[src/shared/rcf_pkg.sv]
// constants, register map and field layout of the reset-cause flag block
//
// Contract
// - Bit 7 is set by hardware on a call-stack overflow, can be cleared by a firmware write, and stays clear until the next overflow;
//   the code also sets it when firmware writes 1 to it.
// - Bit 6 is set by hardware on a call-stack underflow and can be cleared by a firmware write.
// - Bits 5 and 4 are not implemented, always read as zero and ignore writes.
// - Bit 3 is active low, cleared by hardware on a reset-pin reset, and re-armed by firmware writing 1.
// - Bit 2 is active low, cleared by hardware when the reset instruction runs, and re-armed by firmware writing 1.
// - Bit 1 is active low, cleared by hardware on power-on, and firmware must write it back to 1 afterwards.
// - Bit 0 is active low, cleared by hardware on brown-out, and firmware must write it back to 1 after power-on or brown-out.
// - Power-on and brown-out load stack flags 0 and pin/instruction flags 1; other resets leave power-on and brown-out flags alone.
// - A stack overflow or underflow requests a device reset only while the stack reset enable is set, and its flag records the cause.
// - After power-on the register reads 00_110x, after brown-out 00_11u0 with the power-on flag unchanged.
package rcf_pkg;

  // =========================================================
  // register port geometry
  localparam int unsigned RCF_ADDR_W = 4;
  localparam int unsigned RCF_DATA_W = 8;

  // =========================================================
  // register offsets
  localparam logic [RCF_ADDR_W-1:0] RCF_OFF_FLAGS    = 4'h0;
  localparam logic [RCF_ADDR_W-1:0] RCF_OFF_IRQ_STAT = 4'h1;
  localparam logic [RCF_ADDR_W-1:0] RCF_OFF_IRQ_MASK = 4'h2;

  // =========================================================
  // flag bit positions (same layout in status and mask)
  localparam int unsigned RCF_BIT_OVF  = 7;
  localparam int unsigned RCF_BIT_UNF  = 6;
  localparam int unsigned RCF_BIT_PIN  = 3;
  localparam int unsigned RCF_BIT_SOFT = 2;
  localparam int unsigned RCF_BIT_POR  = 1;
  localparam int unsigned RCF_BIT_BOR  = 0;

  // =========================================================
  // field masks and load patterns
  localparam logic [RCF_DATA_W-1:0] RCF_IMPL_MASK = 8'hcf; // bits 5:4 absent
  localparam logic [RCF_DATA_W-1:0] RCF_HW_VAL    = 8'hc0; // value a hw event forces
  localparam logic [RCF_DATA_W-1:0] RCF_POR_VAL   = 8'h0c; // 00_1100, unknown bor taken as 0
  localparam logic [RCF_DATA_W-1:0] RCF_POR_LOAD  = 8'hcf;
  localparam logic [RCF_DATA_W-1:0] RCF_BOR_VAL   = 8'h0c; // 00_11u0
  localparam logic [RCF_DATA_W-1:0] RCF_BOR_LOAD  = 8'hcd; // power-on flag untouched
  localparam logic [RCF_DATA_W-1:0] RCF_RST_VAL   = 8'h0c; // logic reset acts as power-on
  localparam logic [RCF_DATA_W-1:0] RCF_MASK_RST  = 8'h00;
  localparam logic [RCF_DATA_W-1:0] RCF_ZERO      = 8'h00;

endpackage : rcf_pkg

[src/hdl/rcf_flag_cell.sv]
// one reset-cause flag bit with power-up load, hardware event and firmware write
`timescale 1ns/1ps
module rcf_flag_cell #(
  parameter logic HW_VAL   = 1'b1,
  parameter logic INIT_VAL = 1'b0
) (
  input  wire logic i_sys_clk,
  input  wire logic i_sys_rst,
  input  wire logic i_load,
  input  wire logic i_load_val,
  input  wire logic i_hw_evt,
  input  wire logic i_fw_wr,
  input  wire logic i_fw_val,
  output logic      o_flag
);
  import rcf_pkg::*;

  typedef struct packed {
    logic flag;
  } rcf_cell_state_t;

  rcf_cell_state_t state_q;
  rcf_cell_state_t state_d;

  // =========================================================
  // next value: power-up load, then hw event, then firmware
  always_comb begin
    state_d = state_q;
    if (i_load) begin
      state_d.flag = i_load_val;
    end else if (i_hw_evt) begin
      state_d.flag = HW_VAL;          // hw wins over a write
    end else if (i_fw_wr) begin
      state_d.flag = i_fw_val;
    end
  end

  // =========================================================
  // storage
  always_ff @(posedge i_sys_clk) begin
    if (i_sys_rst) begin
      state_q.flag <= INIT_VAL;
    end else begin
      state_q <= state_d;
    end
  end

  assign o_flag = state_q.flag;

endmodule : rcf_flag_cell

[src/hdl/rcf_irq_ctrl.sv]
// sticky event status, mask and level interrupt of the reset-cause block
`timescale 1ns/1ps
module rcf_irq_ctrl (
  input  wire logic                           i_sys_clk,
  input  wire logic                           i_sys_rst,
  input  wire logic [rcf_pkg::RCF_DATA_W-1:0] i_evt,
  input  wire logic                           i_stat_rd,
  input  wire logic                           i_mask_wr,
  input  wire logic [rcf_pkg::RCF_DATA_W-1:0] i_mask_val,
  output logic      [rcf_pkg::RCF_DATA_W-1:0] o_status,
  output logic      [rcf_pkg::RCF_DATA_W-1:0] o_mask,
  output logic                                o_irq
);
  import rcf_pkg::*;

  typedef struct packed {
    logic [RCF_DATA_W-1:0] status;
    logic [RCF_DATA_W-1:0] mask;
    logic                  irq;
  } rcf_irq_state_t;

  rcf_irq_state_t state_q;
  rcf_irq_state_t state_d;

  // =========================================================
  // read clears, but an event in the same cycle survives the clear
  always_comb begin
    state_d        = state_q;
    state_d.status = (i_stat_rd ? RCF_ZERO : state_q.status) | (i_evt & RCF_IMPL_MASK);
    if (i_mask_wr) begin
      state_d.mask = i_mask_val & RCF_IMPL_MASK;
    end
    // registered from next values so the level tracks status without lag
    state_d.irq = |(state_d.status & state_d.mask);
  end

  // =========================================================
  // storage
  always_ff @(posedge i_sys_clk) begin
    if (i_sys_rst) begin
      state_q.status <= RCF_ZERO;
      state_q.mask   <= RCF_MASK_RST;
      state_q.irq    <= 1'b0;
    end else begin
      state_q <= state_d;
    end
  end

  assign o_status = state_q.status;
  assign o_mask   = state_q.mask;
  assign o_irq    = state_q.irq;

endmodule : rcf_irq_ctrl

[src/hdl/rcf_reset_cause.sv]
// reset-cause flag register with register port, stack reset request and interrupt
`timescale 1ns/1ps
module rcf_reset_cause (
  input  wire logic                           i_sys_clk,
  input  wire logic                           i_sys_rst,
  // register port
  input  wire logic [rcf_pkg::RCF_ADDR_W-1:0] i_addr,
  input  wire logic [rcf_pkg::RCF_DATA_W-1:0] i_wdata,
  input  wire logic                           i_wr,
  input  wire logic                           i_rd,
  output logic      [rcf_pkg::RCF_DATA_W-1:0] o_rdata,
  // reset event pulses from the surrounding core logic
  input  wire logic                           i_stack_overflow,
  input  wire logic                           i_stack_underflow,
  input  wire logic                           i_pin_reset,
  input  wire logic                           i_soft_reset,
  input  wire logic                           i_por_event,
  input  wire logic                           i_bor_event,
  input  wire logic                           i_stack_reset_enable,
  // results
  output logic      [rcf_pkg::RCF_DATA_W-1:0] o_reset_cause_flags,
  output logic                                o_stack_reset_req,
  output logic                                o_irq
);
  import rcf_pkg::*;

  // =========================================================
  // shared address decode
  function automatic logic addr_hit(input logic [RCF_ADDR_W-1:0] a,
                                    input logic [RCF_ADDR_W-1:0] off);
    addr_hit = (a == off);
  endfunction : addr_hit

  typedef struct packed {
    logic [RCF_DATA_W-1:0] rdata;
    logic                  stack_req;
  } rcf_top_state_t;

  rcf_top_state_t        state_q;
  rcf_top_state_t        state_d;
  logic [RCF_DATA_W-1:0] flags;
  logic [RCF_DATA_W-1:0] irq_status;
  logic [RCF_DATA_W-1:0] irq_mask;
  logic [RCF_DATA_W-1:0] hw_evt;
  logic [RCF_DATA_W-1:0] irq_evt;
  logic [RCF_DATA_W-1:0] load_en;
  logic [RCF_DATA_W-1:0] load_val;
  logic                  flags_wr;
  logic                  mask_wr;
  logic                  stat_rd;

  // =========================================================
  // write and read strobes per register
  assign flags_wr = i_wr && addr_hit(i_addr, RCF_OFF_FLAGS);
  assign mask_wr  = i_wr && addr_hit(i_addr, RCF_OFF_IRQ_MASK);
  assign stat_rd  = i_rd && addr_hit(i_addr, RCF_OFF_IRQ_STAT);

  // =========================================================
  // event vectors in flag layout
  always_comb begin
    hw_evt                = RCF_ZERO;
    hw_evt[RCF_BIT_OVF]   = i_stack_overflow;
    hw_evt[RCF_BIT_UNF]   = i_stack_underflow;
    hw_evt[RCF_BIT_PIN]   = i_pin_reset;
    hw_evt[RCF_BIT_SOFT]  = i_soft_reset;
    irq_evt               = hw_evt;
    irq_evt[RCF_BIT_POR]  = i_por_event;
    irq_evt[RCF_BIT_BOR]  = i_bor_event;
  end

  // =========================================================
  // power-up loads; power-on outranks brown-out when both arrive
  always_comb begin
    if (i_por_event) begin
      load_en  = RCF_POR_LOAD;
      load_val = RCF_POR_VAL;
    end else if (i_bor_event) begin
      load_en  = RCF_BOR_LOAD;                 // power-on flag kept
      load_val = RCF_BOR_VAL;
    end else begin
      load_en  = RCF_ZERO;
      load_val = RCF_ZERO;
    end
  end

  // =========================================================
  // one flag cell per implemented bit; absent bits are constant zero
  for (genvar gi = 0; gi < RCF_DATA_W; gi++) begin : g_flag
    if (RCF_IMPL_MASK[gi]) begin : g_cell
      rcf_flag_cell #(
        .HW_VAL   (RCF_HW_VAL[gi]),
        .INIT_VAL (RCF_RST_VAL[gi])
      ) u_cell (
        .i_sys_clk  (i_sys_clk),
        .i_sys_rst  (i_sys_rst),
        .i_load     (load_en[gi]),
        .i_load_val (load_val[gi]),
        .i_hw_evt   (hw_evt[gi]),
        .i_fw_wr    (flags_wr),
        .i_fw_val   (i_wdata[gi]),
        .o_flag     (flags[gi])
      );
    end else begin : g_absent
      assign flags[gi] = 1'b0;
    end
  end

  // =========================================================
  // interrupt status, mask and level output
  rcf_irq_ctrl u_irq (
    .i_sys_clk  (i_sys_clk),
    .i_sys_rst  (i_sys_rst),
    .i_evt      (irq_evt),
    .i_stat_rd  (stat_rd),
    .i_mask_wr  (mask_wr),
    .i_mask_val (i_wdata),
    .o_status   (irq_status),
    .o_mask     (irq_mask),
    .o_irq      (o_irq)
  );

  // =========================================================
  // read mux and stack reset request
  always_comb begin
    state_d           = state_q;
    // request only while enabled; the flag records the cause either way
    state_d.stack_req = (i_stack_overflow || i_stack_underflow) && i_stack_reset_enable;
    state_d.rdata     = RCF_ZERO;              // unmapped reads return zero
    if (i_rd) begin
      if (addr_hit(i_addr, RCF_OFF_FLAGS)) begin
        state_d.rdata = flags & RCF_IMPL_MASK;
      end else if (addr_hit(i_addr, RCF_OFF_IRQ_STAT)) begin
        state_d.rdata = irq_status;            // value before the clear
      end else if (addr_hit(i_addr, RCF_OFF_IRQ_MASK)) begin
        state_d.rdata = irq_mask;
      end
    end
  end

  // =========================================================
  // storage
  always_ff @(posedge i_sys_clk) begin
    if (i_sys_rst) begin
      state_q.rdata     <= RCF_ZERO;
      state_q.stack_req <= 1'b0;
    end else begin
      state_q <= state_d;
    end
  end

  assign o_rdata             = state_q.rdata;
  assign o_stack_reset_req   = state_q.stack_req;
  assign o_reset_cause_flags = flags;

  logic quiet;
  assign quiet = !i_por_event && !i_bor_event;
endmodule : rcf_reset_cause

[config.mk]
export PLATFORM = sky130hd
export DESIGN_NAME = rcf_reset_cause
export DESIGN_NICKNAME = d
export VERILOG_FILES = /design/src/shared/rcf_pkg.sv /design/src/hdl/rcf_flag_cell.sv /design/src/hdl/rcf_irq_ctrl.sv /design/src/hdl/rcf_reset_cause.sv
export SDC_FILE = /design/constraint.sdc
export NUM_CORES = 1
export LEC_CHECK = 0
export BUFFER_PORTS_ARGS = -buffer_cell sky130_fd_sc_hd__buf_4
export CORE_MARGIN = 2
export CORE_UTILIZATION = 35
export DETAILED_ROUTE_END_ITERATION = 16
export GPL_ROUTABILITY_DRIVEN = 0
export PLACE_DENSITY = 0.68
export SLEW_MARGIN = 25
export SYNTH_ARGS = -nofsm -noshare
export SYNTH_HDL_FRONTEND = slang
export SYNTH_SLANG_ARGS = --single-unit
[constraint.sdc]
create_clock -name i_sys_clk -period 2.8 [get_ports i_sys_clk]
set_clock_uncertainty 0.15 [all_clocks]
set_input_delay 0.56 -clock i_sys_clk [delete_from_list [all_inputs] [get_ports i_sys_clk]]
set_output_delay 0.56 -clock i_sys_clk [all_outputs]
set_load 0.05 [all_outputs]
==> results_tabular.tex <==
\begin{tabular}{lr}
\hline
Metric & Value \\
\hline
\multicolumn{2}{l}{\textbf{Worst hold path}} \\
\quad Worst Hold Path Cells & 2 \\
\quad Hold path start & i\_por\_event \\
\quad Worst min-delay path endpoint & g\_flag[1].g\_cell.u\_cell.o\_flag\$\_SDFFE\_PP0P\_ \\
\quad Classification of the worst-slack hold path & in -> reg \\
\multicolumn{2}{l}{\textbf{Yosys}} \\
\quad Area fraction of the dominant cell type after synthesis & 0.4937 \\
\quad Top cells by area, synth & sky130\_fd\_sc\_hd\_\_dfxtp\_1 (49\%), sky130\_fd\_sc\_hd\_\_mux2i\_1 (6.9\%), sky130\_fd\_sc\_hd\_\_nor2\_1 (6.4\%), sky130\_fd\_sc\_hd\_\_a21oi\_1 (6.2\%), sky130\_fd\_sc\_hd\_\_buf\_4 (5.2\%) \\
\quad Post-Synthesis Cells & 139 \\
\quad YS warnings & 0 \\
\quad Number of flops mapped to enable cells by yosys & 0 \\
\quad Asr flop ratio synth & 0 \\
\quad Cell area after synthesis & 0.001297 mm² \\
\quad Most area-hungry cell type in the Yosys netlist & sky130\_fd\_sc\_hd\_\_dfxtp\_1 \\
\quad Synthesized flop and latch total & 32 \\
\quad Part of the Yosys area used for sequential elements & 0.4937 \\
\quad Mean Syn Cell Area & 9.334 µm² \\
\quad Most used flip-flop cell after synthesis & sky130\_fd\_sc\_hd\_\_dfxtp\_1 \\
\quad Unique cell type count in the Yosys netlist & 28 \\
\multicolumn{2}{l}{\textbf{STA}} \\
\quad Final-layout worst hold slack & 0.3084 ns \\
\quad Transition at the pin with the smallest max-transition slack & 0.8215 ns \\
\quad Max-slew violation count & 0 \\
\quad Hold violation count in the final report & 0 \\
\quad TNS Setup & 0 ns \\
\quad Setup repair after global routing missed its margin & no \\
\quad Final-report setup violation count & 0 \\
\quad Clock period minus final worst setup slack & 2.096 ns \\
\quad Max Freq & 477.1 MHz \\
\quad Min setup slack post-route & 0.7039 ns \\
\quad Share of the cycle needed by the critical path after routing & 0.7486 \\
\quad Relative slew slack & 0.4481 \\
\multicolumn{2}{l}{\textbf{Clock network}} \\
\quad CTS sink count & 32 \\
\quad Inserted Clock Buffers & 5 \\
\quad Number of buffers inserted by hold repair at cts & 0 \\
\quad Clock buffer depth & 2 \\
\quad H-Tree Depth & 2 \\
\quad Clock tree from TritonCTS & yes \\
\quad Clock transition at path regs & 0.06 ns \\
\quad Root buffer selected by CTS & sky130\_fd\_sc\_hd\_\_clkbuf\_8 \\
\quad Clock latency reported for the late side of the worst-skew pair & 0.29 ns \\
\quad Number of gates resized after CTS & 0 \\
\quad Buffers inserted during post-CTS setup optimization & 0 \\
\multicolumn{2}{l}{\textbf{Floorplan}} \\
\quad Die extent in y & 64.89 µm \\
\quad I/O pin total & 41 \\
\quad Overall die area & 0.004210 mm² \\
\quad Initial Util & 0.3598 \\
\quad Placeable core region & 0.003606 mm² \\
\quad Number of core rows & 22 \\
\quad Die X & 64.89 µm \\
\multicolumn{2}{l}{\textbf{Final layout}} \\
\quad Post-layout net count & 194 \\
\quad Proportion of layout cells with a drive suffix above 1 & 0.2791 \\
\quad Most frequent standard cell in the layout excluding fill and tap cells & sky130\_fd\_sc\_hd\_\_buf\_4 \\
\quad Footprint of the multi-input gates & 528.0 µm² \\
\quad Commonest non-fill, non-tap cells in the layout & sky130\_fd\_sc\_hd\_\_buf\_4 (36), sky130\_fd\_sc\_hd\_\_dfxtp\_1 (32), sky130\_fd\_sc\_hd\_\_nor2\_1 (22), sky130\_fd\_sc\_hd\_\_a21oi\_1 (16), sky130\_fd\_sc\_hd\_\_mux2i\_1 (9) \\
\quad Summed area of non-filler cells in the final layout & 0.001628 mm² \\
\quad Area occupied by registers & 640.6 µm² \\
\quad Antenna cell count & 0 \\
\quad Count of filler cells inserted in the layout & 353 \\
\quad Final core utilization & 0.4514 \\
\quad Area growth from synthesis to final layout & 25.46\% \\
\quad Count of non-filler cells in the finished layout & 220 \\
\multicolumn{2}{l}{\textbf{Critical path}} \\
\quad Number of cells on the worst reg-to-reg path & 3 \\
\quad Required time of the worst setup path & 2.82 ns \\
\quad Slack of the worst reg-to-reg path & 1.48 ns \\
\quad CP Launch Type & primary input \\
\quad Crit-path max FO & 9 \\
\quad Critical register-to-register path startpoint & u\_irq.o\_mask[0]\$\_SDFF\_PP0\_ \\
\quad End of the worst register-to-register path & u\_irq.o\_irq\$\_SDFF\_PP0\_ \\
\quad Worst Setup End Kind & register \\
\quad Type of the setup path with the least slack & in -> reg \\
\quad Data arrival time of the worst path & 2.11 ns \\
\multicolumn{2}{l}{\textbf{Global routing}} \\
\quad Initial antenna violation count & 0 \\
\quad Vias in the first global route & 1081 \\
\quad Total Routing Usage GR & 0.1643 \\
\quad First-pass GRT wire length & 5119 µm \\
\quad Pin count of the biggest net entering global routing & 16 \\
\quad Global-route congestion overflow total & 0 \\
\multicolumn{2}{l}{\textbf{Pwr}} \\
\quad Clock Power Share & 0.384 \\
\quad Overall power after layout & 0.9388 mW \\
\quad Switching Share & 0.2454 \\
\quad Net switching power figure & 0.2304 mW \\
\quad Sequential group share of total power & 0.504 \\
\quad Part of the total power dissipated in combinational logic & 0.111 \\
\quad Largest voltage drop on the vdd net & 0.2200 mV \\
\quad Lkg Pwr & 0.7874 nW \\
\quad Pint & 0.7084 mW \\
\quad PD cells & 576.7 mW/mm² \\
\multicolumn{2}{l}{\textbf{Job}} \\
\quad Count of maximum capacitance violations & 0 \\
\multicolumn{2}{l}{\textbf{Placement}} \\
\quad Cell area after placement & 0.001538 mm² \\
\quad Placed Instances & 212 \\
\quad HPWL Detailed & 2256 µm \\
\quad Number of input and output port buffers inserted & 36 \\
\quad Worst setup slack after placement & 0.4406 ns \\
\multicolumn{2}{l}{\textbf{Route}} \\
\quad Wire length per cell after detailed routing & 14.02 µm \\
\quad Total length of routed wires & 3085 µm \\
\quad Remaining routing DRC violations & 0 \\
\quad DR vias/cell & 4.936 \\
\quad Number of DRC markers after the initial detailed-route iteration & 41 \\
\quad Number of vias after detailed routing & 1086 \\
\quad Count of TritonRoute iterations in the first routing pass & 4 \\
\quad DRT antenna net count & 0 \\
\multicolumn{2}{l}{\textbf{Run status}} \\
\quad Result of the run & finished clean \\
\hline
\end{tabular}
==> cells in the mapped netlist (2+ instances only) <==
library cell,instances
sky130_fd_sc_hd__buf_4,9
sky130_fd_sc_hd__o21a_1,2
sky130_fd_sc_hd__a22oi_1,3
sky130_fd_sc_hd__mux2i_1,9
sky130_fd_sc_hd__nand3_1,3
sky130_fd_sc_hd__nor2_1,22
sky130_fd_sc_hd__mux2_4,2
sky130_fd_sc_hd__and3_1,4
sky130_fd_sc_hd__a21oi_1,16
sky130_fd_sc_hd__o22ai_1,3
sky130_fd_sc_hd__nor3_1,7
sky130_fd_sc_hd__inv_1,8
sky130_fd_sc_hd__nand2_1,2
sky130_fd_sc_hd__o21ai_0,3
sky130_fd_sc_hd__buf_6,2
sky130_fd_sc_hd__dfxtp_1,32
==> sequential cells by signal (all words and copies together), names as in the netlist <==
signal                       cells
o_rdata                          8
u_irq.o_mask                     8
u_irq.o_status                   8
g_flag.g_cell.u_cell.o_flag      6
o_stack_reset_req                1
u_irq.o_irq                      1
==> power by group through the flow <==
stage	logic (mW)	registers [mW]	clock network [mW]
floorplan	0.0580	0.491	0
global placement	0.102	0.482	0
detailed placement	0.104	0.483	0
CTS	0.105	0.473	0.364
global route	0.113	0.475	0.386
finish	0.105	0.473	0.361
==> kinds of logic (layout without fill, tap and decap cells) <==
kind of cell,Yosys count,in the layout,synth area share
mux,11,11,0.09258
compound gates,31,31,0.1456
other cells,1,2,0.002890
flops,32,32,0.4937
simple gates,43,43,0.1630
buf+inv,21,53,0.1022
==> layout make-up <==
type | count | share of cell area
Sequential cell | 32 | 0.3935
Multi-Input combinational cell | 87 | 0.3244
Timing Repair Buffer | 36 | 0.1660
Clock buffer | 8 | 0.05534
Tap cell | 48 | 0.03689
Inverter | 9 | 0.02383
==> metal layers <==
layer / track usage / share of wire / vias to the layer above
li1: - / - / 531
met4: 0.07181 / 0.019 / 0
met1: 0.1942 / 0.44 / 505
met5: 0 / 0 / -
met3: 0.05556 / 0.073 / 6
met2: 0.2693 / 0.47 / 44
==> worst max-delay path: stages <==
cell,delay [ns]
sky130_fd_sc_hd__buf_4,0.15
sky130_fd_sc_hd__nor2b_1,0.27
sky130_fd_sc_hd__nand3_2,0.29
sky130_fd_sc_hd__mux2i_1,0.31
sky130_fd_sc_hd__o22ai_1,0.13
sky130_fd_sc_hd__o41a_1,0.41
==> how the worst max path moves through the flow <==
stage                         start                                     endpoint  slack, ns  depth (start not counted)
after floorplan           i_addr[0]  g_flag[6].g_cell.u_cell.o_flag$_SDFFE_PP0P_       0.62                          7
after global placement    i_addr[1]                       u_irq.o_irq$_SDFF_PP0_       0.48                          6
after detailed placement  i_addr[1]                       u_irq.o_irq$_SDFF_PP0_       0.44                          6
after CTS                 i_addr[1]                       u_irq.o_irq$_SDFF_PP0_       0.73                          6
after global routing      i_addr[1]                       u_irq.o_irq$_SDFF_PP0_       0.59                          6
final                     i_addr[1]                       u_irq.o_irq$_SDFF_PP0_       0.70                          6
Power figures use the tool's default switching activity.
